--- config.mk ---
export PLATFORM = sky130hd
export DESIGN_NAME = ulpd_divisor
export DESIGN_NICKNAME = d
export VERILOG_FILES = /design/src/logic/ulpd_pkg.sv /design/src/logic/ulpd_baud_if.sv /design/src/logic/ulpd_baud_gen.sv /design/src/logic/ulpd_divisor.sv
export SDC_FILE = /design/constraint.sdc
export NUM_CORES = 1
export LEC_CHECK = 0
export ABC_CLOCK_PERIOD_IN_PS = 5800
export BUFFER_PORTS_ARGS = -buffer_cell sky130_fd_sc_hd__buf_4
export CELL_PAD_IN_SITES_DETAIL_PLACEMENT = 1
export CELL_PAD_IN_SITES_GLOBAL_PLACEMENT = 1
export CORE_MARGIN = 3
export CORE_UTILIZATION = 42
export CTS_BUF_LIST = sky130_fd_sc_hd__clkbuf_4 sky130_fd_sc_hd__clkbuf_8
export CTS_CLUSTER_SIZE = 10
export DETAILED_ROUTE_END_ITERATION = 10
export PLACE_DENSITY = 0.91
export SLEW_MARGIN = 20
export SYNTH_ARGS = -nofsm -noshare
export SYNTH_HDL_FRONTEND = slang
export SYNTH_SLANG_ARGS = --single-unit
--- constraint.sdc ---
create_clock -name clock_i -period 5.8 [get_ports clock_i]
set_input_delay 1.16 -clock clock_i [delete_from_list [all_inputs] [get_ports clock_i]]
set_output_delay 1.16 -clock clock_i [all_outputs]
set_load 0.1 [all_outputs]
--- src/logic/ulpd_pkg.sv ---
package ulpd_pkg;

    // ****************************************
    // register map (byte addresses)
    // ****************************************
    localparam logic [31:0] LPDIV_LOW_ADDR  = 32'h5000_1020;
    localparam logic [31:0] LPDIV_HIGH_ADDR = 32'h5000_1024;
    localparam logic [31:0] LINE_CTRL_ADDR  = 32'h5000_10f0;
    localparam logic [31:0] LP_STATUS_ADDR  = 32'h5000_10f4;

    // ****************************************
    // fields and reset values
    // ****************************************
    localparam int unsigned DIV_ACCESS_POS  = 7;
    localparam int unsigned STAT_RUN_POS    = 0;
    localparam int unsigned STAT_SETTLE_POS = 1;
    localparam int unsigned STAT_CNT_LSB    = 8;
    localparam logic [7:0]  DIV_BYTE_RESET  = 8'h00;
    localparam logic        DIV_ACCESS_RESET = 1'b0;
    localparam logic [31:0] RDATA_RESET     = 32'h0000_0000;

    // ****************************************
    // timing
    // ****************************************
    localparam logic [3:0]  SETTLE_CYCLES   = 4'h8;
    localparam logic [3:0]  OVERSAMPLE_LAST = 4'hf;

    typedef struct packed {
        logic        ack;
        logic [31:0] rdata;
        logic [7:0]  div_lo;
        logic [7:0]  div_hi;
        logic        div_access;
        logic [3:0]  settle;
        logic        sir_prev;
        logic        pulse;
        logic [7:0]  pulse_cnt;
    } ulpd_top_state_t;

    typedef struct packed {
        logic [15:0] cnt;
        logic [3:0]  phase;
        logic        tick16;
        logic        tick;
    } ulpd_gen_state_t;

endpackage : ulpd_pkg

--- src/logic/ulpd_baud_if.sv ---
`timescale 1ns/1ps
`default_nettype none

interface ulpd_baud_if;
    logic [15:0] divisor;
    logic        enable;
    logic        tick16;
    logic        tick;

    modport gen  (input divisor, output enable, output tick16, output tick);
    modport user (output divisor, input enable, input tick16, input tick);
endinterface : ulpd_baud_if

`default_nettype wire

--- src/logic/ulpd_baud_gen.sv ---
`timescale 1ns/1ps
`default_nettype none

module ulpd_baud_gen (
    input  wire logic     clock_i,
    input  wire logic     resetn_i,
    ulpd_baud_if.gen      baud
);
    import ulpd_pkg::*;

    ulpd_gen_state_t s_q;
    ulpd_gen_state_t s_d;

    // zero divisor stops everything
    assign baud.enable = (baud.divisor != 16'h0000);
    assign baud.tick16 = s_q.tick16;
    assign baud.tick   = s_q.tick;

    always_comb begin
        s_d        = s_q;
        s_d.tick16 = 1'b0;
        s_d.tick   = 1'b0;
        if (!baud.enable) begin
            s_d.cnt   = 16'h0000;
            s_d.phase = 4'h0;
        end else if (s_q.cnt >= baud.divisor - 16'h0001) begin
            // >= so a smaller new divisor cannot run the count past it
            s_d.cnt    = 16'h0000;
            s_d.tick16 = 1'b1;
            s_d.phase  = s_q.phase + 4'h1;
            s_d.tick   = (s_q.phase == OVERSAMPLE_LAST);    // sclk/(16*div)
        end else begin
            s_d.cnt = s_q.cnt + 16'h0001;
        end
    end

    always_ff @(posedge clock_i) begin
        if (!resetn_i) begin
            s_q <= '0;
        end else begin
            s_q <= s_d;
        end
    end

endmodule : ulpd_baud_gen

`default_nettype wire

--- src/logic/ulpd_divisor.sv ---
// The Avalon-MM slave port was decided locally.
`timescale 1ns/1ps
`default_nettype none

module ulpd_divisor (
    input  wire logic        clock_i,
    input  wire logic        resetn_i,
    input  wire logic [31:0] avs_address_i,
    input  wire logic        avs_read_i,
    input  wire logic        avs_write_i,
    input  wire logic [31:0] avs_writedata_i,
    input  wire logic [3:0]  avs_byteenable_i,
    output logic      [31:0] avs_readdata_o,
    output logic             avs_waitrequest_o,
    input  wire logic        lp_mode_i,
    input  wire logic        sir_in_i,
    output logic      [15:0] lowpower_divisor_o,
    output logic             lp_baud_enable_o,
    output logic             lp_baud16_tick_o,
    output logic             lp_baud_tick_o,
    output logic             divisor_latch_access_bit_o,
    output logic             lp_pulse_detect_o
);
    import ulpd_pkg::*;

    ulpd_top_state_t s_q;
    ulpd_top_state_t s_d;

    ulpd_baud_if baud ();

    ulpd_baud_gen ulpd_baud_gen_i (
        .clock_i  (clock_i),
        .resetn_i (resetn_i),
        .baud     (baud)
    );

    // ****************************************
    // register select
    // ****************************************
    typedef enum {
        SEL_NONE,
        SEL_LOW,
        SEL_HIGH,
        SEL_LINE,
        SEL_STAT
    } ulpd_sel_t;

    ulpd_sel_t sel;

    // full decode: any other address is a hole that reads zero
    always_comb begin
        unique case (avs_address_i)
            LPDIV_LOW_ADDR: begin
                sel = SEL_LOW;
            end
            LPDIV_HIGH_ADDR: begin
                sel = SEL_HIGH;
            end
            LINE_CTRL_ADDR: begin
                sel = SEL_LINE;
            end
            LP_STATUS_ADDR: begin
                sel = SEL_STAT;
            end
            default: begin
                sel = SEL_NONE;
            end
        endcase
    end

    // ****************************************
    // bus handshake
    // ****************************************
    logic req;
    logic first_cycle;
    logic wr_take;
    logic wr_byte0;
    logic div_open;

    assign req               = avs_read_i | avs_write_i;
    // one wait cycle: read data is registered in the first, handed over in the second
    assign first_cycle       = req & ~s_q.ack;
    assign avs_waitrequest_o = first_cycle;
    // writes land only on the edge where waitrequest is low
    assign wr_take           = avs_write_i & s_q.ack;
    // upper byte lanes carry only reserved bits, so lane 0 gates the write
    assign wr_byte0          = wr_take & avs_byteenable_i[0];
    assign div_open          = s_q.div_access;

    // ****************************************
    // write strobes
    // ****************************************
    logic wr_low;
    logic wr_high;
    logic wr_line;
    logic wr_div;

    // a locked divisor register swallows the write
    assign wr_low  = wr_byte0 & (sel == SEL_LOW) & div_open;
    assign wr_high = wr_byte0 & (sel == SEL_HIGH) & div_open;
    assign wr_line = wr_byte0 & (sel == SEL_LINE);
    assign wr_div  = wr_low | wr_high;

    // ****************************************
    // status word
    // ****************************************
    logic        settled;
    logic [31:0] stat_word;

    // advisory only: nothing is held off while the settle count runs
    assign settled = (s_q.settle == 4'h0);

    always_comb begin
        stat_word                    = RDATA_RESET;
        stat_word[STAT_RUN_POS]      = baud.enable;
        stat_word[STAT_SETTLE_POS]   = settled;
        stat_word[STAT_CNT_LSB +: 8] = s_q.pulse_cnt;
    end

    // ****************************************
    // read mux
    // ****************************************
    logic [31:0] rd_mux;

    // bits 31:8 of the divisor registers stay zero
    always_comb begin
        rd_mux = RDATA_RESET;
        unique case (sel)
            SEL_LOW: begin
                if (div_open) begin
                    rd_mux[7:0] = s_q.div_lo;
                end
            end
            SEL_HIGH: begin
                if (div_open) begin
                    rd_mux[7:0] = s_q.div_hi;
                end
            end
            SEL_LINE: begin
                rd_mux[DIV_ACCESS_POS] = s_q.div_access;
            end
            SEL_STAT: begin
                rd_mux = stat_word;
            end
            SEL_NONE: begin
                rd_mux = RDATA_RESET;
            end
        endcase
    end

    // ****************************************
    // pulse detect
    // ****************************************
    logic sample;
    logic sir_rise;
    logic pulse_hit;

    // the input is looked at only on the 16x low-power tick, so a pulse
    // shorter than one tick period may be missed
    assign sample    = baud.enable & baud.tick16;
    assign sir_rise  = sir_in_i & ~s_q.sir_prev;
    assign pulse_hit = sample & sir_rise & lp_mode_i;

    // ****************************************
    // state update
    // ****************************************
    always_comb begin
        s_d       = s_q;
        s_d.ack   = first_cycle;
        s_d.pulse = 1'b0;

        // read data is frozen in the first cycle and stands until the next request
        if (first_cycle) begin
            s_d.rdata = avs_read_i ? rd_mux : RDATA_RESET;
        end

        if (!settled) begin
            s_d.settle = s_q.settle - 4'h1;
        end

        if (wr_low) begin
            s_d.div_lo = avs_writedata_i[7:0];
        end
        if (wr_high) begin
            s_d.div_hi = avs_writedata_i[7:0];
        end
        if (wr_div) begin
            s_d.settle = SETTLE_CYCLES;
        end
        if (wr_line) begin
            s_d.div_access = avs_writedata_i[DIV_ACCESS_POS];
        end

        // a zero divisor clears the edge history, so an input already high fires an edge at the first 16x tick after restart
        if (!baud.enable) begin
            s_d.sir_prev = 1'b0;
        end else if (baud.tick16) begin
            s_d.sir_prev = sir_in_i;
        end
        if (pulse_hit) begin
            s_d.pulse     = 1'b1;
            s_d.pulse_cnt = s_q.pulse_cnt + 8'h01;
        end
    end

    always_ff @(posedge clock_i) begin
        if (!resetn_i) begin
            s_q            <= '0;
            s_q.div_lo     <= DIV_BYTE_RESET;
            s_q.div_hi     <= DIV_BYTE_RESET;
            s_q.div_access <= DIV_ACCESS_RESET;
            s_q.rdata      <= RDATA_RESET;
        end else begin
            s_q <= s_d;
        end
    end

    // ****************************************
    // outputs
    // ****************************************
    assign baud.divisor               = {s_q.div_hi, s_q.div_lo};
    assign avs_readdata_o             = s_q.rdata;
    assign lowpower_divisor_o         = {s_q.div_hi, s_q.div_lo};
    assign lp_baud_enable_o           = baud.enable;
    assign lp_baud16_tick_o           = baud.tick16;
    assign lp_baud_tick_o             = baud.tick;
    assign divisor_latch_access_bit_o = s_q.div_access;
    assign lp_pulse_detect_o          = s_q.pulse;

endmodule : ulpd_divisor

`default_nettype wire

; ---- Word level (Yosys, flattened, before mapping)
; Index checks and enable logic that the tools add are counted.
[totals]
word_cells = 70
ff_bits = 86
input_bits = 74
[op_classes]
eq_ne = 13
n_reduce_logical = 8
addsub = 5
n_mux = 11
n_lt_le_gt_ge = 1
bitwise = 18
[op_table]
columns = op, count
row1 = "== test 32 x 31 -> 1 bit, second input constant", 4
row2 = "== test 32 x 2 -> 1 bit, second input constant", 3
row3 = "== test 32 x 3 -> 1 bit, second input constant", 3
row4 = "== test 32 x 1 -> 1 bit, second input constant", 1
row5 = logical NOT 32 bit, 1
row6 = two-way mux 32 bit, 1
row7 = two-way mux 8 bit, 3
row8 = one-hot mux 7 bit (3 select lines), 1
row9 = "adder 16 x 1 -> 16 bit, second input constant", 1
row10 = >= comparator 16 bit, 1
row11 = nonzero test 16 bit, 1
row12 = "subtractor 16 x 1 -> 16 bit, second input constant", 1
row13 = bitwise AND 1 bit, 12
row14 = one-hot mux 3 bit (4 select lines), 1
row15 = two-way mux 9 bit, 1
row16 = "adder 8 x 1 -> 8 bit, second input constant", 1
row17 = two-way mux 4 bit, 2
row18 = "adder 4 x 1 -> 4 bit, second input constant", 1
row19 = "== test 4 bit, second input constant", 1
row20 = logical NOT 4 bit, 1
row21 = inverter 1 bit, 4
row22 = one-hot mux 1 bit (4 select lines), 1
row23 = OR reduction 2 bit, 2
row24 = "subtractor 4 x 1 -> 4 bit, second input constant", 1
row25 = 6 further kinds, 7

; ---- Longest topological paths before layout
; Gate-level depths: netlist (run 1).
[depth]
depth_word = 7
depth_mapped = 14
depth_no_buf = 12

; ---- Hierarchy
; From an unflattened synthesis (run 1), not the netlist that was laid out.
[unflattened]
cells_unflattened = 484
area_unflattened_um2 = 4311.6
[by_module_without_submodules]
columns = mod, area_per_inst_um2, seq_area_each_um2, instances, cells_each
row1 = ulpd_divisor, 2741.4, 960.9, 1, 304
row2 = ulpd_baud_gen, 1570.3, 440.4, 1, 180

; ---- Worst setup path before layout (run 1)
; Ideal clock, no wire load.
[synth_timing]
path_type = input to output
start = input port avs_read_i
end = output port avs_waitrequest_o
setup_slack_ps = 2339
t_required_ps = 4640
arrival_time_ps = 2301
stages = 3
path_cell_list = o21bai_1 > clkbuf_1 > inv_1
[synth_via]
elab_chain_cells = 2
[synth_rtl]
columns = element, line
row1 = "start, declared", ulpd_divisor.sv:9  ; input wire logic avs_read_i,
row2 = bitwise OR 1 bit, ulpd_divisor.sv:80  ; assign req = avs_read_i | avs_write_i;
row3 = bitwise AND 1 bit, ulpd_divisor.sv:82  ; assign first_cycle = req & ~s_q.ack;
row4 = "end, declared", ulpd_divisor.sv:14  ; output logic avs_waitrequest_o,
; No other way between the ends.

; ---- Worst setup path after layout (run 1)
[layout_timing]
start = register s_q, in the netlist lowpower_divisor_o[2]
end = register ulpd_baud_gen_i.s_q[13] (netlist bit)
[layout_via]
elab_chain_cells = 3
[layout_rtl]
columns = element, line
row1 = "start, declared", ulpd_divisor.sv:26  ; ulpd_top_state_t s_q;
row2 = subtractor 16 x 1 -> 16 bit / nonzero test 16 bit (equally long branches), "ulpd_baud_gen.sv:26, ulpd_baud_gen.sv:15"
row3 = >= comparator 16 bit / inverter 1 bit (equally long branches), n/a
row4 = OR reduction 3 bit (no line) *, n/a
row5 = "end signal, assigned", ulpd_baud_gen.sv:39  ; s_q <= '0;
row6 = "end signal, assigned", ulpd_baud_gen.sv:41  ; s_q <= s_d;
row7 = "end, declared", ulpd_baud_gen.sv:11  ; ulpd_gen_state_t s_q;
; Mark *: on every way between the ends. The rest lies on a longest branch, timed or not.
; A chain may end at the register's enable or synchronous reset.

==> qor.json, run 1 <==
{
  "outcome": {"value": "completed"},
  "min_from": {"value": "ulpd_baud_gen_i.s_q[6]"},
  "clock_sinks": {"value": 70},
  "drt-vias-per-instance": {"value": 5.45},
  "clk_path_buf_depth": {"value": 2},
  "die_area": {"value": 10500, "unit": "um^2"},
  "setup_violations": {"value": 0},
  "postRouteAntennaNets": {"value": 0},
  "netlist_instances": {"value": 435},
  "drtPass1Iterations": {"value": 4},
  "hold_viol": {"value": 0},
  "crit_buf_inv": {"value": 0},
  "path_cells": {"value": "nor4_1, nor2b_1, nand2_1, nor4_1, xnor2_1, ha_1, a211oi_1, o21bai_1, a2111oi_2, a21oi_1, or2_1, a21oi_1"},
  "first_global_vias": {"value": 3480},
  "power.static_leakage": {"value": 2.11, "unit": "nW"},
  "port_buffer_count": {"value": 84},
  "grt_max_degree": {"value": 44},
  "fp.dieH": {"value": 103, "unit": "um"},
  "startpoint_type": {"value": "flop"},
  "nets": {"value": 588},
  "yosysUniqueCellTypes": {"value": 52},
  "fin_ws": {"value": 1.80, "unit": "ns"},
  "yosys_warnings": {"value": 0},
  "overflow": {"value": 0},
  "floorplan.rows": {"value": 34},
  "worst_ir_drop_vdd": {"value": 175, "unit": "uV"},
  "detailedRoute.firstIterationViolations": {"value": 117},
  "async_reset_ff_share": {"value": 0, "unit": "%"},
  "tritoncts": {"value": "yes"},
  "critical_path.slowest_cell": {"value": "sky130_fd_sc_hd__nor4_1"},
  "worst_path_dominant_cell_family": {"value": "simple AND/OR/NAND/NOR gates"},
  "placeableCoreArea": {"value": 8890, "unit": "um^2"},
  "path_class": {"value": "reg -> reg"},
  "preCtsSetupSlack": {"value": 1.90, "unit": "ns"},
  "cts_max_level": {"value": 3},
  "share_of_final_layout_standard_cells_stronger_than_drive_strength_1": {"value": 24.2, "unit": "%"},
  "ys_dominant_reg_cell": {"value": "sky130_fd_sc_hd__dfxtp_1"},
  "post-cts-setup-buffer-count": {"value": 0},
  "fmax": {"value": 250, "unit": "MHz"},
  "critical-path-max-stage-delay": {"value": 0.49, "unit": "ns"},
  "final.setup.tns": {"value": 0, "unit": "ns"},
  "route.final.wire_length": {"value": 10.9, "unit": "mm"},
  "routed_wire_length_per_instance": {"value": 18.0, "unit": "um"},
  "critical_path.startpoint": {"value": "lowpower_divisor_o[2]"},
  "initial_antenna_violation_count": {"value": 0},
  "worstPathRequired": {"value": 6.08, "unit": "ns"},
  "number_of_remaining_drc_errors": {"value": 0},
  "power_density_over_the_cells": {"value": 229, "unit": "nW/um^2"},
  "number_of_synthesized_register_bits": {"value": 70},
  "worst_setup_hold_path_clk_slew": {"value": 0.08, "unit": "ns"},
  "fin_max_slew_vios": {"value": 0},
  "max-cap-violations": {"value": 0},
  "io_pins": {"value": 128},
  "start_util": {"value": 44.0, "unit": "%"},
  "critical_path.max_fanout": {"value": 16},
  "cts_buffers": {"value": 9},
  "global_placement_routability_congestion": {"value": 0.816},
  "synth_enable_flop_cells": {"value": 0},
  "grt_setup_unrepaired": {"value": "false"},
  "synth-seq-area-share": {"value": 35.8, "unit": "%"},
  "regToRegStartpoint": {"value": "lowpower_divisor_o[2]"},
  "post-dp-hpwl": {"value": 8.27, "unit": "mm"},
  "netlist_area": {"value": 3910, "unit": "um^2"},
  "dieWidth": {"value": 103, "unit": "um"},
  "hp-class": {"value": "reg -> reg"},
  "nFillCells": {"value": 1069},
  "timing.critical_path.arrival": {"value": 4.28, "unit": "ns"},
  "syn-mean-instance-area": {"value": 9.00, "unit": "um^2"},
  "critPathCaptureType": {"value": "flop"},
  "cts_root_buffer": {"value": "sky130_fd_sc_hd__clkbuf_8"},
  "antennaDiodeCount": {"value": 0},
  "grt_first_pass_wirelength": {"value": 17.1, "unit": "mm"},
  "postCtsResizedCells": {"value": 0},
  "total_via_count_after_detailed_routing": {"value": 3292},
  "slew_headroom": {"value": 50.7, "unit": "%"},
  "finalCriticalPeriod": {"value": 4.00, "unit": "ns"},
  "post_route_clock_period_utilization": {"value": 68.9, "unit": "%"},
  "postCtsHoldBufs": {"value": 0},
  "transition_time_of_the_tightest_slew_check_pin": {"value": 0.729, "unit": "ns"},
  "grt_util_all_layers": {"value": 21.0, "unit": "%"},
  "area_growth_syn_to_layout": {"value": 15.6, "unit": "%"},
  "insertion_delay": {"value": 0.36, "unit": "ns"},
  "fin_skew": {"value": 0.0147, "unit": "ns"}
}
[cell type report]
cell class / count / area (um^2) / share of cell area (%)
Clock buffer: 9 / 124 / 2.74
Clock inverter: 7 / 55.1 / 1.22
Inverter: 13 / 48.8 / 1.08
Multi-Input combinational cell: 310 / 2110 / 46.6
Sequential cell: 70 / 1400 / 31.0
Tap cell: 108 / 135 / 2.99
Timing Repair Buffer: 87 / 653 / 14.4
[where the power goes]
| group | switching [W] | total (W) | internal [W] |
|---|---|---|---|
| Sequential | 0.00000965 | 0.000503 | 0.000493 |
| Clock | 0.000209 | 0.000368 | 0.000159 |
| Combinational | 0.000110 | 0.000165 | 0.0000557 |
| Total | 0.000328 | 0.00104 | 0.000708 |
[final timing paths]
kind | endpoint | slack [ns] | cells past startpoint
worst min register to register | ulpd_baud_gen_i.s_q[6] | 0.49 | 1
worst min-delay path | ulpd_baud_gen_i.s_q[6] | 0.49 | 1
worst max-delay path | ulpd_baud_gen_i.s_q[13] | 1.80 | 12
worst max register to register | ulpd_baud_gen_i.s_q[13] | 1.80 | 12
[kinds of logic after synthesis]
kind of cell / synth area share, %
xor+xnor: 8.50
simple gates: 21.0
compound gates: 8.38
other cells: 0.0958
fa+ha+maj: 7.35
mux: 7.10
buf+inv: 11.8
flops: 35.8
[worst register-to-register path: stages (launching register included)]
cell	delay [ns]
sky130_fd_sc_hd__dfxtp_1	0.40
sky130_fd_sc_hd__nor4_1	0.49
sky130_fd_sc_hd__nor2b_1	0.32
sky130_fd_sc_hd__nand2_1	0.21
sky130_fd_sc_hd__nor4_1	0.30
sky130_fd_sc_hd__xnor2_1	0.17
sky130_fd_sc_hd__ha_1	0.26
sky130_fd_sc_hd__a211oi_1	0.21
sky130_fd_sc_hd__o21bai_1	0.15
sky130_fd_sc_hd__a2111oi_2	0.47
sky130_fd_sc_hd__a21oi_1	0.26
sky130_fd_sc_hd__or2_1	0.48
sky130_fd_sc_hd__a21oi_1	0.20
[routing by layer]
metal  vias up  global-route usage, %  share of wire, %
met5         -                      0                 0
met4         0                   6.96               2.3
met3        26                   5.89               5.6
met2       103                   36.1                51
met1      1603                   25.3                41
li1       1560                      -                 -
[cells in the mapped netlist, drive strengths merged, types with 5 or more instances]
cell,instances,area [um^2]
mux2i,21,210
clkbuf,5,18.8
inv,12,45.0
nor2,72,270
nor4,8,65.1
buf,52,393
and3,8,50.1
xor2,19,166
nor3,7,35.0
xnor2,19,166
dfxtp,70,1400
mux2,6,67.6
nand2,20,90.1
a22oi,14,105
o21ai,5,25.0
a21oi,11,55.1
nand3,10,50.1
ha,23,288
nand4,10,62.6
[state kept, by name (all words and copies together), names as in the netlist]
name	flops
lowpower_divisor_o	16
ulpd_baud_gen_i.s_q	20
avs_readdata_o	16
ulpd_baud_gen_i.baud.tick	1
divisor_latch_access_bit_o	1
ulpd_baud_gen_i.baud.tick16	1
s_q	14
lp_pulse_detect_o	1
[stage by stage]
| step | utilization [%] | cells | instance area (um^2) | total power (W) | hold WS [ns] |
|---|---|---|---|---|---|
| 2_1_floorplan | - | 450 | 3970 | 0.000636 | 0.430 |
| 6_report | 50.9 | 604 | 4530 | 0.00104 | 0.489 |
| 3_5_place_dp | 48.9 | 588 | 4350 | 0.000679 | 0.483 |
| 4_1_cts | 50.9 | 604 | 4530 | 0.00104 | 0.498 |
| 3_3_place_gp | 48.9 | 588 | 4350 | 0.000665 | 0.448 |
| 5_1_grt | 50.9 | 604 | 4530 | 0.00108 | 0.518 |
[layout by cell type, fill, tap and decap left out, drive strengths merged, types with 5 or more instances in the layout]
master / count
mux2i: 21
inv: 15
conb: 16
clkbuf: 9
a21oi: 11
dfxtp: 70
o21ai: 5
buf: 87
xnor2: 19
nand2: 20
mux2: 6
ha: 23
a22oi: 14
nor3: 7
nand4: 10
nor2: 72
nand3: 10
and3: 8
nor4: 8
xor2: 19
(Power assumes the default switching activity.)
==> run 2, diff against run 1 <==
Settings changed: ABC_CLOCK_PERIOD_IN_PS 5800 to 3600, CORE_UTILIZATION 42 to 35, PLACE_DENSITY 0.91 to 0.81.
Clock period 5.8 ns to 3.6 ns, I/O delays scaled along.
==> run 2 against run 1 <==
Against the previous run: global-route usage fell by 3.7 points; routed wire length barely moved; sequential power rose by 61%; clock skew fell by 0.0025 ns; largest power group unchanged; highest routed layer unchanged.
==> qor.json, run 2 (synthesis results as in run 1) <==
{
  "final_cells": {"value": 647, "change": "was 604"},
  "path_class": {"value": "reg -> reg", "change": "unchanged"},
  "power_density_over_the_cells": {"value": 357, "unit": "nW/um^2", "change": "was 229 nW/um^2"},
  "cts_buffers": {"value": 9, "change": "unchanged"},
  "critical_path.reg2reg.endpoint": {"value": "ulpd_baud_gen_i.s_q[5]", "change": "was ulpd_baud_gen_i.s_q[13]"},
  "grt_first_pass_wirelength": {"value": 17.8, "unit": "mm", "change": "was 17.1 mm"},
  "global_placement_routability_congestion": {"value": 0.771, "change": "was 0.816"},
  "floorplan.rows": {"value": 37, "change": "was 34"},
  "dieWidth": {"value": 112, "unit": "um", "change": "was 103 um"},
  "die_area": {"value": 12500, "unit": "um^2", "change": "was 10500 um^2"},
  "number_of_remaining_drc_errors": {"value": 0, "change": "unchanged"},
  "timing.critical_path.arrival": {"value": 3.63, "unit": "ns", "change": "was 4.28 ns"},
  "outcome": {"value": "completed", "change": "unchanged"},
  "fin_skew": {"value": 0.0122, "unit": "ns", "change": "was 0.0147 ns"},
  "antennaDiodeCount": {"value": 0, "change": "unchanged"},
  "start_util": {"value": 36.9, "unit": "%", "change": "was 44.0%"},
  "routed_wire_length_per_instance": {"value": 16.8, "unit": "um", "change": "was 18.0 um"},
  "most-common-layout-cells": {"value": "102 x sky130_fd_sc_hd__buf_4, 72 x sky130_fd_sc_hd__nor2_1, 70 x sky130_fd_sc_hd__dfxtp_1, 23 x sky130_fd_sc_hd__ha_1, 21 x sky130_fd_sc_hd__mux2i_1", "change": "was 87 x sky130_fd_sc_hd__buf_4, 72 x sky130_fd_sc_hd__nor2_1, 70 x sky130_fd_sc_hd__dfxtp_1, 23 x sky130_fd_sc_hd__ha_1, 21 x sky130_fd_sc_hd__mux2i_1"},
  "power.static_leakage": {"value": 2.20, "unit": "nW", "change": "was 2.11 nW"},
  "critPathCaptureType": {"value": "flop", "change": "unchanged"},
  "tritoncts": {"value": "yes", "change": "unchanged"},
  "initial_antenna_violation_count": {"value": 0, "change": "unchanged"},
  "io_pins": {"value": 128, "change": "unchanged"},
  "clock_sinks": {"value": 70, "change": "unchanged"},
  "place_inst": {"value": 631, "change": "was 588"},
  "regToRegStartpoint": {"value": "lowpower_divisor_o[5]", "change": "was lowpower_divisor_o[2]"},
  "overflow": {"value": 0, "change": "unchanged"},
  "largest_reg_flops": {"value": 20, "change": "unchanged"},
  "route.final.wire_length": {"value": 10.9, "unit": "mm", "change": "about the same"},
  "drtPass1Iterations": {"value": 4, "change": "unchanged"},
  "share_of_final_layout_standard_cells_stronger_than_drive_strength_1": {"value": 27.0, "unit": "%", "change": "was 24.2%"},
  "cts_root_buffer": {"value": "sky130_fd_sc_hd__clkbuf_8", "change": "unchanged"},
  "insertion_delay": {"value": 0.36, "unit": "ns", "change": "about the same"},
  "slew_headroom": {"value": 56.2, "unit": "%", "change": "was 50.7%"},
  "timing.hold.worst_endpoint": {"value": "ulpd_baud_gen_i.s_q[6]", "change": "unchanged"},
  "postRouteAntennaNets": {"value": 0, "change": "unchanged"},
  "worst_ir_drop_vdd": {"value": 188, "unit": "uV", "change": "was 175 uV"},
  "startpoint_type": {"value": "flop", "change": "unchanged"},
  "port_buffer_count": {"value": 84, "change": "unchanged"},
  "fin_max_slew_vios": {"value": 0, "change": "unchanged"},
  "grt_max_degree": {"value": 44, "change": "unchanged"},
  "cts_max_level": {"value": 3, "change": "unchanged"},
  "post-route-cell-area": {"value": 4710, "unit": "um^2", "change": "was 4530 um^2"},
  "ff2ff_setup_slack": {"value": 0.23, "unit": "ns", "change": "was 1.80 ns"},
  "post-cts-setup-buffer-count": {"value": 0, "change": "unchanged"},
  "total_via_count_after_detailed_routing": {"value": 3310, "change": "was 3292"},
  "critical_path.startpoint": {"value": "lowpower_divisor_o[5]", "change": "was lowpower_divisor_o[2]"},
  "first_global_vias": {"value": 3536, "change": "was 3480"},
  "reg2reg_path_depth": {"value": 13, "change": "was 12"},
  "fp.dieH": {"value": 112, "unit": "um", "change": "was 103 um"},
  "max-cap-violations": {"value": 0, "change": "unchanged"},
  "hold_viol": {"value": 0, "change": "unchanged"},
  "timing.hold.worst_path_depth": {"value": 1, "change": "unchanged"},
  "grt_util_all_layers": {"value": 17.3, "unit": "%", "change": "was 21.0%"},
  "critical_path.max_fanout": {"value": 4, "change": "was 16"},
  "finalCriticalPeriod": {"value": 3.37, "unit": "ns", "change": "was 4.00 ns"},
  "area_growth_syn_to_layout": {"value": 20.3, "unit": "%", "change": "was 15.6%"},
  "whs": {"value": 0.472, "unit": "ns", "change": "was 0.489 ns"},
  "nets": {"value": 603, "change": "was 588"},
  "placement.cell_area": {"value": 4490, "unit": "um^2", "change": "was 4350 um^2"},
  "drt-vias-per-instance": {"value": 5.12, "change": "was 5.45"},
  "hp-class": {"value": "reg -> reg", "change": "unchanged"},
  "fmax": {"value": 296, "unit": "MHz", "change": "was 250 MHz"},
  "detailedRoute.firstIterationViolations": {"value": 131, "change": "was 117"},
  "regMostFlops": {"value": "ulpd_baud_gen_i.s_q", "change": "unchanged"},
  "placeableCoreArea": {"value": 10600, "unit": "um^2", "change": "was 8890 um^2"},
  "post_route_clock_period_utilization": {"value": 93.7, "unit": "%", "change": "was 68.9%"},
  "clk_path_buf_depth": {"value": 2, "change": "unchanged"},
  "setup_violations": {"value": 0, "change": "unchanged"},
  "post-dp-hpwl": {"value": 8.51, "unit": "mm", "change": "was 8.27 mm"},
  "min_from": {"value": "ulpd_baud_gen_i.s_q[6]", "change": "unchanged"},
  "worstPathRequired": {"value": 3.85, "unit": "ns", "change": "was 6.08 ns"},
  "worst_setup_hold_path_clk_slew": {"value": 0.09, "unit": "ns", "change": "was 0.08 ns"},
  "layout_commonest_cell": {"value": "sky130_fd_sc_hd__buf_4", "change": "unchanged"},
  "transition_time_of_the_tightest_slew_check_pin": {"value": 0.655, "unit": "ns", "change": "was 0.729 ns"}
}
-- run 2: cell count changes in the layout (fill, tap and decap cells not counted) --
| cell | change |
|---|---|
| sky130_fd_sc_hd__buf_4 | +15 |
| sky130_fd_sc_hd__a2111oi_2 | -1 |
| sky130_fd_sc_hd__a2111oi_4 | +1 |
| sky130_fd_sc_hd__clkinv_2 | -1 |
| sky130_fd_sc_hd__clkinv_4 | -1 |
| sky130_fd_sc_hd__inv_6 | +1 |
| sky130_fd_sc_hd__inv_8 | +1 |
| sky130_fd_sc_hd__nor2b_1 | -1 |
| sky130_fd_sc_hd__nor2b_2 | +1 |
| sky130_fd_sc_hd__nor4_1 | -1 |
| sky130_fd_sc_hd__nor4_4 | +1 |
| sky130_fd_sc_hd__or2_1 | -1 |
| sky130_fd_sc_hd__or2_2 | +1 |
-- run 2: how the worst max path moves through the flow --
stage | end | slack [ns] | cells after the start
global placement | ulpd_baud_gen_i.s_q[5] | 0.26 | 13
finish | ulpd_baud_gen_i.s_q[5] | 0.23 | 13
CTS | ulpd_baud_gen_i.s_q[13] | 0.06 | 12
floorplan | ulpd_baud_gen_i.s_q[12] | 0.42 | 14
global route | ulpd_baud_gen_i.s_q[5] | -0.06 | 13
detailed placement | ulpd_baud_gen_i.s_q[13] | 0.09 | 12
-- run 2: critical path, stage by stage, from the launching register on --
cell                        delay [ns]
sky130_fd_sc_hd__dfxtp_1          0.34
sky130_fd_sc_hd__nor4_4           0.31
sky130_fd_sc_hd__nor2b_2          0.24
sky130_fd_sc_hd__nand2_1          0.10
sky130_fd_sc_hd__nor4_1           0.24
sky130_fd_sc_hd__xnor2_1          0.20
sky130_fd_sc_hd__ha_1             0.30
sky130_fd_sc_hd__a211oi_1         0.28
sky130_fd_sc_hd__o21bai_1         0.19
sky130_fd_sc_hd__a2111oi_4        0.34
sky130_fd_sc_hd__a21oi_1          0.14
sky130_fd_sc_hd__buf_4            0.17
sky130_fd_sc_hd__nand4_1          0.10
sky130_fd_sc_hd__mux2_2           0.33
-- run 2: stage by stage --
step	total power [W]	setup TNS, ns	util, %	setup slack, ns
2_1_floorplan	0.00102	0	-	0.420
3_3_place_gp	0.00107	0	42.4	0.258
3_5_place_dp	0.00109	0	42.4	0.0940
4_1_cts	0.00170	0	44.1	0.0609
5_1_grt	0.00175	-0.437	44.4	-0.0633
6_report	0.00168	0	44.4	0.226
-- run 2: metal layers --
metal  GRT usage (%)  part of all wire, %  vias up
li1                -                    -     1600
met1            21.4                   43     1616
met2            30.3                   51       77
met3            2.99                  3.4       17
met4            6.08                  1.9        0
met5               0                    0        -
-- run 2: where the power goes --
| part | switching [W] | leakage, nW | internal (W) |
|---|---|---|---|
| sequential | 0.0000138 | 0.565 | 0.000794 |
| combinational | 0.000173 | 1.55 | 0.0000894 |
| clock | 0.000347 | 0.0892 | 0.000264 |
| total | 0.000534 | 2.20 | 0.00115 |
-- run 2: what timing repair did --
item / CTS / global route
gates resized for setup: 0 / 5
hold buffers: 0 / 0
endpoints found under the setup margin: 0 / 20
-- run 2: layout make-up --
type	instances	area (um^2)
fill	1268	5890
multi-input combinational	310	2140
sequential	70	1400
timing repair buffer	102	766
tap	136	170
clock buffer	9	124
clock inverter	7	61.3
inverter	13	48.8
==> run 3, diff against run 2 <==
Settings changed: ABC_AREA set to 1, CAP_MARGIN set to 20, CORE_UTILIZATION 35 to 34, PLACE_DENSITY 0.81 to not set, PLACE_DENSITY_LB_ADDON set to 0.1.
==> run 3 against run 2 <==
Against the previous run: routed wire length is 13% higher; first-iteration DRC count is 48% higher; combinational power is 9.9% higher; flip-flop and latch count stayed put; register-to-register slack better by 0.39 ns; largest cell class unchanged; largest power group unchanged.
==> qor.json, run 3 <==
{
  "outcome": {"value": "completed", "change": "unchanged"},
  "postCtsHoldBufs": {"value": 0, "change": "unchanged"},
  "critical-path-max-stage-delay": {"value": 0.37, "unit": "ns", "change": "was 0.34 ns"},
  "grt_util_all_layers": {"value": 17.4, "unit": "%", "change": "was 17.3%"},
  "grt_setup_unrepaired": {"value": "false"},
  "routed_wire_length_per_instance": {"value": 14.3, "unit": "um", "change": "was 16.8 um"},
  "synth-seq-area-share": {"value": 31.4, "unit": "%", "change": "was 35.8%"},
  "die_area": {"value": 14500, "unit": "um^2", "change": "was 12500 um^2"},
  "multi_input_area": {"value": 2400, "unit": "um^2", "change": "was 2140 um^2"},
  "synth_enable_flop_cells": {"value": 0, "change": "unchanged"},
  "yosys_warnings": {"value": 0, "change": "unchanged"},
  "post-dp-hpwl": {"value": 9.79, "unit": "mm", "change": "was 8.51 mm"},
  "start_util": {"value": 35.1, "unit": "%", "change": "was 36.9%"},
  "worst_path_dominant_cell_family": {"value": "simple AND/OR/NAND/NOR gates", "change": "unchanged"},
  "global_placement_routability_congestion": {"value": 0.813, "change": "was 0.771"},
  "hp-class": {"value": "reg -> reg", "change": "unchanged"},
  "fin_max_slew_vios": {"value": 0, "change": "unchanged"},
  "register_area": {"value": 1400, "unit": "um^2", "change": "unchanged"},
  "cts_root_buffer": {"value": "sky130_fd_sc_hd__clkbuf_8", "change": "unchanged"},
  "postCtsResizedCells": {"value": 0, "change": "unchanged"},
  "synth_commonest_cells": {"value": "134 x sky130_fd_sc_hd__nand2_1, 70 x sky130_fd_sc_hd__dfxtp_1, 67 x sky130_fd_sc_hd__inv_1", "change": "was 72 x sky130_fd_sc_hd__nor2_1, 70 x sky130_fd_sc_hd__dfxtp_1, 48 x sky130_fd_sc_hd__buf_4"},
  "netlist_instances": {"value": 631, "change": "was 435"},
  "port_buffer_count": {"value": 84, "change": "unchanged"},
  "clock_sinks": {"value": 70, "change": "unchanged"},
  "crit_top_cell": {"value": "sky130_fd_sc_hd__nand2_1"},
  "most-common-layout-cells": {"value": "134 x sky130_fd_sc_hd__nand2_1, 87 x sky130_fd_sc_hd__buf_4, 70 x sky130_fd_sc_hd__dfxtp_1, 67 x sky130_fd_sc_hd__inv_1, 64 x sky130_fd_sc_hd__nor2_1", "change": "was 102 x sky130_fd_sc_hd__buf_4, 72 x sky130_fd_sc_hd__nor2_1, 70 x sky130_fd_sc_hd__dfxtp_1, 23 x sky130_fd_sc_hd__ha_1, 21 x sky130_fd_sc_hd__mux2i_1"},
  "critical_path.max_fanout": {"value": 17, "change": "was 4"},
  "transition_time_of_the_tightest_slew_check_pin": {"value": 0.663, "unit": "ns", "change": "was 0.655 ns"},
  "detailedRoute.firstIterationViolations": {"value": 194, "change": "was 131"},
  "cell_with_the_most_instances_after_synthesis": {"value": "sky130_fd_sc_hd__nand2_1", "change": "was sky130_fd_sc_hd__nor2_1"},
  "overflow": {"value": 0, "change": "unchanged"},
  "power_density_over_the_cells": {"value": 336, "unit": "nW/um^2", "change": "was 357 nW/um^2"},
  "yosysUniqueCellTypes": {"value": 38, "change": "was 52"},
  "initial_antenna_violation_count": {"value": 0, "change": "unchanged"},
  "clkPwrFrac": {"value": 36.4, "unit": "%", "change": "about the same"},
  "postRouteAntennaNets": {"value": 0, "change": "unchanged"},
  "slew_headroom": {"value": 55.8, "unit": "%", "change": "was 56.2%"},
  "cts_buffers": {"value": 9, "change": "unchanged"},
  "synth_largest_type_area_fraction": {"value": 31.4, "unit": "%", "change": "was 35.8%"},
  "post_route_clock_period_utilization": {"value": 82.9, "unit": "%", "change": "was 93.7%"},
  "setup_violations": {"value": 0, "change": "unchanged"},
  "startpoint_type": {"value": "flop", "change": "unchanged"},
  "synth.top_cells.by_area": {"value": "sky130_fd_sc_hd__dfxtp_1 31%, sky130_fd_sc_hd__nand2_1 11%, sky130_fd_sc_hd__buf_4 8.2%", "change": "was sky130_fd_sc_hd__dfxtp_1 36%, sky130_fd_sc_hd__buf_4 9.2%, sky130_fd_sc_hd__ha_1 7.4%"},
  "antennaDiodeCount": {"value": 0, "change": "unchanged"},
  "number_of_remaining_drc_errors": {"value": 0, "change": "unchanged"},
  "route.final.wire_length": {"value": 12.3, "unit": "mm", "change": "was 10.9 mm"},
  "ys_dominant_reg_cell": {"value": "sky130_fd_sc_hd__dfxtp_1", "change": "unchanged"},
  "seq_power_share": {"value": 47.0, "unit": "%", "change": "was 48.1%"},
  "netSwitchingFraction": {"value": 30.0, "unit": "%", "change": "was 31.7%"},
  "max-cap-violations": {"value": 0, "change": "unchanged"},
  "regMostFlops": {"value": "ulpd_baud_gen_i.s_q", "change": "unchanged"},
  "path_class": {"value": "reg -> reg", "change": "unchanged"},
  "internal_power": {"value": 0.00121, "unit": "W", "change": "was 0.00115 W"},
  "grt_first_pass_wirelength": {"value": 20.4, "unit": "mm", "change": "was 17.8 mm"},
  "drtPass1Iterations": {"value": 4, "change": "unchanged"},
  "worst_setup_hold_path_clk_slew": {"value": 0.08, "unit": "ns", "change": "was 0.09 ns"},
  "async_reset_ff_share": {"value": 0, "unit": "%", "change": "unchanged"},
  "total_power": {"value": 0.00173, "unit": "W", "change": "was 0.00168 W"},
  "path_cells": {"value": "nor2_1, nand2_1, nor2_1, inv_2, nor3_1, nand3_1, xnor2_1, inv_1, ha_1, a21oi_1, o21ai_0, a21oi_1, nand4_4, inv_1, nand2_1, nand2_1", "change": "was nor4_4, nor2b_2, nand2_1, nor4_1, xnor2_1, ha_1, a211oi_1, o21bai_1, a2111oi_4, a21oi_1, buf_4, nand4_1, mux2_2"},
  "total_via_count_after_detailed_routing": {"value": 4035, "change": "was 3310"},
  "placeableCoreArea": {"value": 12700, "unit": "um^2", "change": "was 10600 um^2"},
  "io_pins": {"value": 128, "change": "unchanged"},
  "drt-vias-per-instance": {"value": 4.70, "change": "was 5.12"},
  "insertion_delay": {"value": 0.35, "unit": "ns", "change": "was 0.36 ns"},
  "timing.critical_path.arrival": {"value": 3.27, "unit": "ns", "change": "was 3.63 ns"},
  "fp.dieH": {"value": 121, "unit": "um", "change": "was 112 um"},
  "tritoncts": {"value": "yes", "change": "unchanged"},
  "number_of_synthesized_register_bits": {"value": 70, "change": "unchanged"},
  "post-cts-setup-buffer-count": {"value": 0, "change": "unchanged"},
  "floorplan.rows": {"value": 41, "change": "was 37"},
  "power.static_leakage": {"value": 2.30, "unit": "nW", "change": "was 2.20 nW"},
  "worst_ir_drop_vdd": {"value": 198, "unit": "uV", "change": "was 188 uV"},
  "synthDominantAreaCellType": {"value": "sky130_fd_sc_hd__dfxtp_1", "change": "unchanged"},
  "nFillCells": {"value": 1672, "change": "was 1268"},
  "share_of_final_layout_standard_cells_stronger_than_drive_strength_1": {"value": 19.2, "unit": "%", "change": "was 27.0%"},
  "critical_path.slowest_cell": {"value": "sky130_fd_sc_hd__dfxtp_1", "change": "unchanged"},
  "combPwrFrac": {"value": 16.6, "unit": "%", "change": "was 15.6%"},
  "syn-mean-instance-area": {"value": 7.07, "unit": "um^2", "change": "was 9.00 um^2"},
  "fin_skew": {"value": 0.00697, "unit": "ns", "change": "was 0.0122 ns"},
  "finalCriticalPeriod": {"value": 2.98, "unit": "ns", "change": "was 3.37 ns"},
  "whs": {"value": 0.462, "unit": "ns", "change": "was 0.472 ns"},
  "first_global_vias": {"value": 4256, "change": "was 3536"},
  "worstPathRequired": {"value": 3.89, "unit": "ns", "change": "was 3.85 ns"},
  "fmax": {"value": 335, "unit": "MHz", "change": "was 296 MHz"},
  "layout_commonest_cell": {"value": "sky130_fd_sc_hd__nand2_1", "change": "was sky130_fd_sc_hd__buf_4"},
  "dieWidth": {"value": 121, "unit": "um", "change": "was 112 um"},
  "critPathCaptureType": {"value": "flop", "change": "unchanged"},
  "clk_path_buf_depth": {"value": 2, "change": "unchanged"},
  "grt_max_degree": {"value": 22, "change": "was 44"},
  "final.setup.tns": {"value": 0, "unit": "ns", "change": "unchanged"},
  "hold_viol": {"value": 0, "change": "unchanged"},
  "largest_reg_flops": {"value": 20, "change": "unchanged"},
  "area_growth_syn_to_layout": {"value": 15.2, "unit": "%", "change": "was 20.3%"},
  "cts_max_level": {"value": 3, "change": "unchanged"},
  "nets": {"value": 780, "change": "was 603"},
  "netlist_area": {"value": 4460, "unit": "um^2", "change": "was 3910 um^2"},
  "power.switching": {"value": 0.000518, "unit": "W", "change": "was 0.000534 W"},
  "crit_buf_inv": {"value": 3, "change": "was 1"}
}
## run 3: cell count changes after synthesis, sizes merged, moves of 14 or more
| cell | before | now |
|---|---|---|
| a22oi | 14 | 0 |
| inv | 12 | 74 |
| a21oi | 11 | 55 |
| nand2 | 20 | 139 |
| nand3 | 10 | 43 |
| mux2i | 21 | 0 |
| nand4 | 10 | 24 |
## run 3: final timing paths
path,from,end,slack [ns],depth (start not counted)
hold reg to reg,ulpd_baud_gen_i.s_q[6],ulpd_baud_gen_i.s_q[6],0.46,1
setup / recovery,lowpower_divisor_o[1],ulpd_baud_gen_i.s_q[3],0.62,16
hold / removal,ulpd_baud_gen_i.s_q[6],ulpd_baud_gen_i.s_q[6],0.46,1
setup reg to reg,lowpower_divisor_o[1],ulpd_baud_gen_i.s_q[3],0.62,16
## run 3: layout make-up
class                   count  share of cell area [%]
multi-input cells         440                    46.6
flip-flops and latches     70                    27.2
repair buffers             87                    12.7
inverters                  75                    5.47
well taps                 172                    4.18
clock buffers              13                    3.48
clock inverters             2                   0.292
## run 3: metal layers
metal  share of wire [%]  GRT usage, %  wire length (um)  up-vias
met5                   0             0                 0        -
met3                 2.7          3.51               337       14
met2                  50          31.0              6210       51
met1                  45          21.0              5560     1895
met4                 1.6          5.10               197        0
li1                    -             -                 -     2075
## run 3: through the flow
step / setup slack, ns / instance area [um^2] / util [%] / instances
floorplan: 0.940 / 4520 / - / 646
global placement: 0.649 / 4950 / 38.9 / 844
detailed placement: 0.589 / 4950 / 38.9 / 844
CTS: 0.577 / 5140 / 40.4 / 859
global route: 0.155 / 5140 / 40.4 / 859
finish: 0.615 / 5140 / 40.4 / 859
## run 3: cells by family (layout without fill, tap and decap cells)
| family | Yosys count | count (layout) | share of synthesized area, % |
|---|---|---|---|
| compound gates | 74 | 74 | 8.52 |
| xor+xnor | 29 | 29 | 5.69 |
| fa+ha+maj | 23 | 23 | 6.45 |
| buf+inv | 136 | 177 | 16.1 |
| flops | 70 | 70 | 31.4 |
| other cells | 1 | 16 | 0.0840 |
| simple gates | 298 | 298 | 31.8 |
## run 3: power groups by stage
stage / Clock [W] / Sequential, W / Combinational (W)
2_1_floorplan: 0 / 0.000826 / 0.000223
3_3_place_gp: 0 / 0.000829 / 0.000279
3_5_place_dp: 0 / 0.000829 / 0.000292
4_1_cts: 0.000655 / 0.000811 / 0.000292
5_1_grt: 0.000688 / 0.000815 / 0.000316
6_report: 0.000629 / 0.000812 / 0.000288
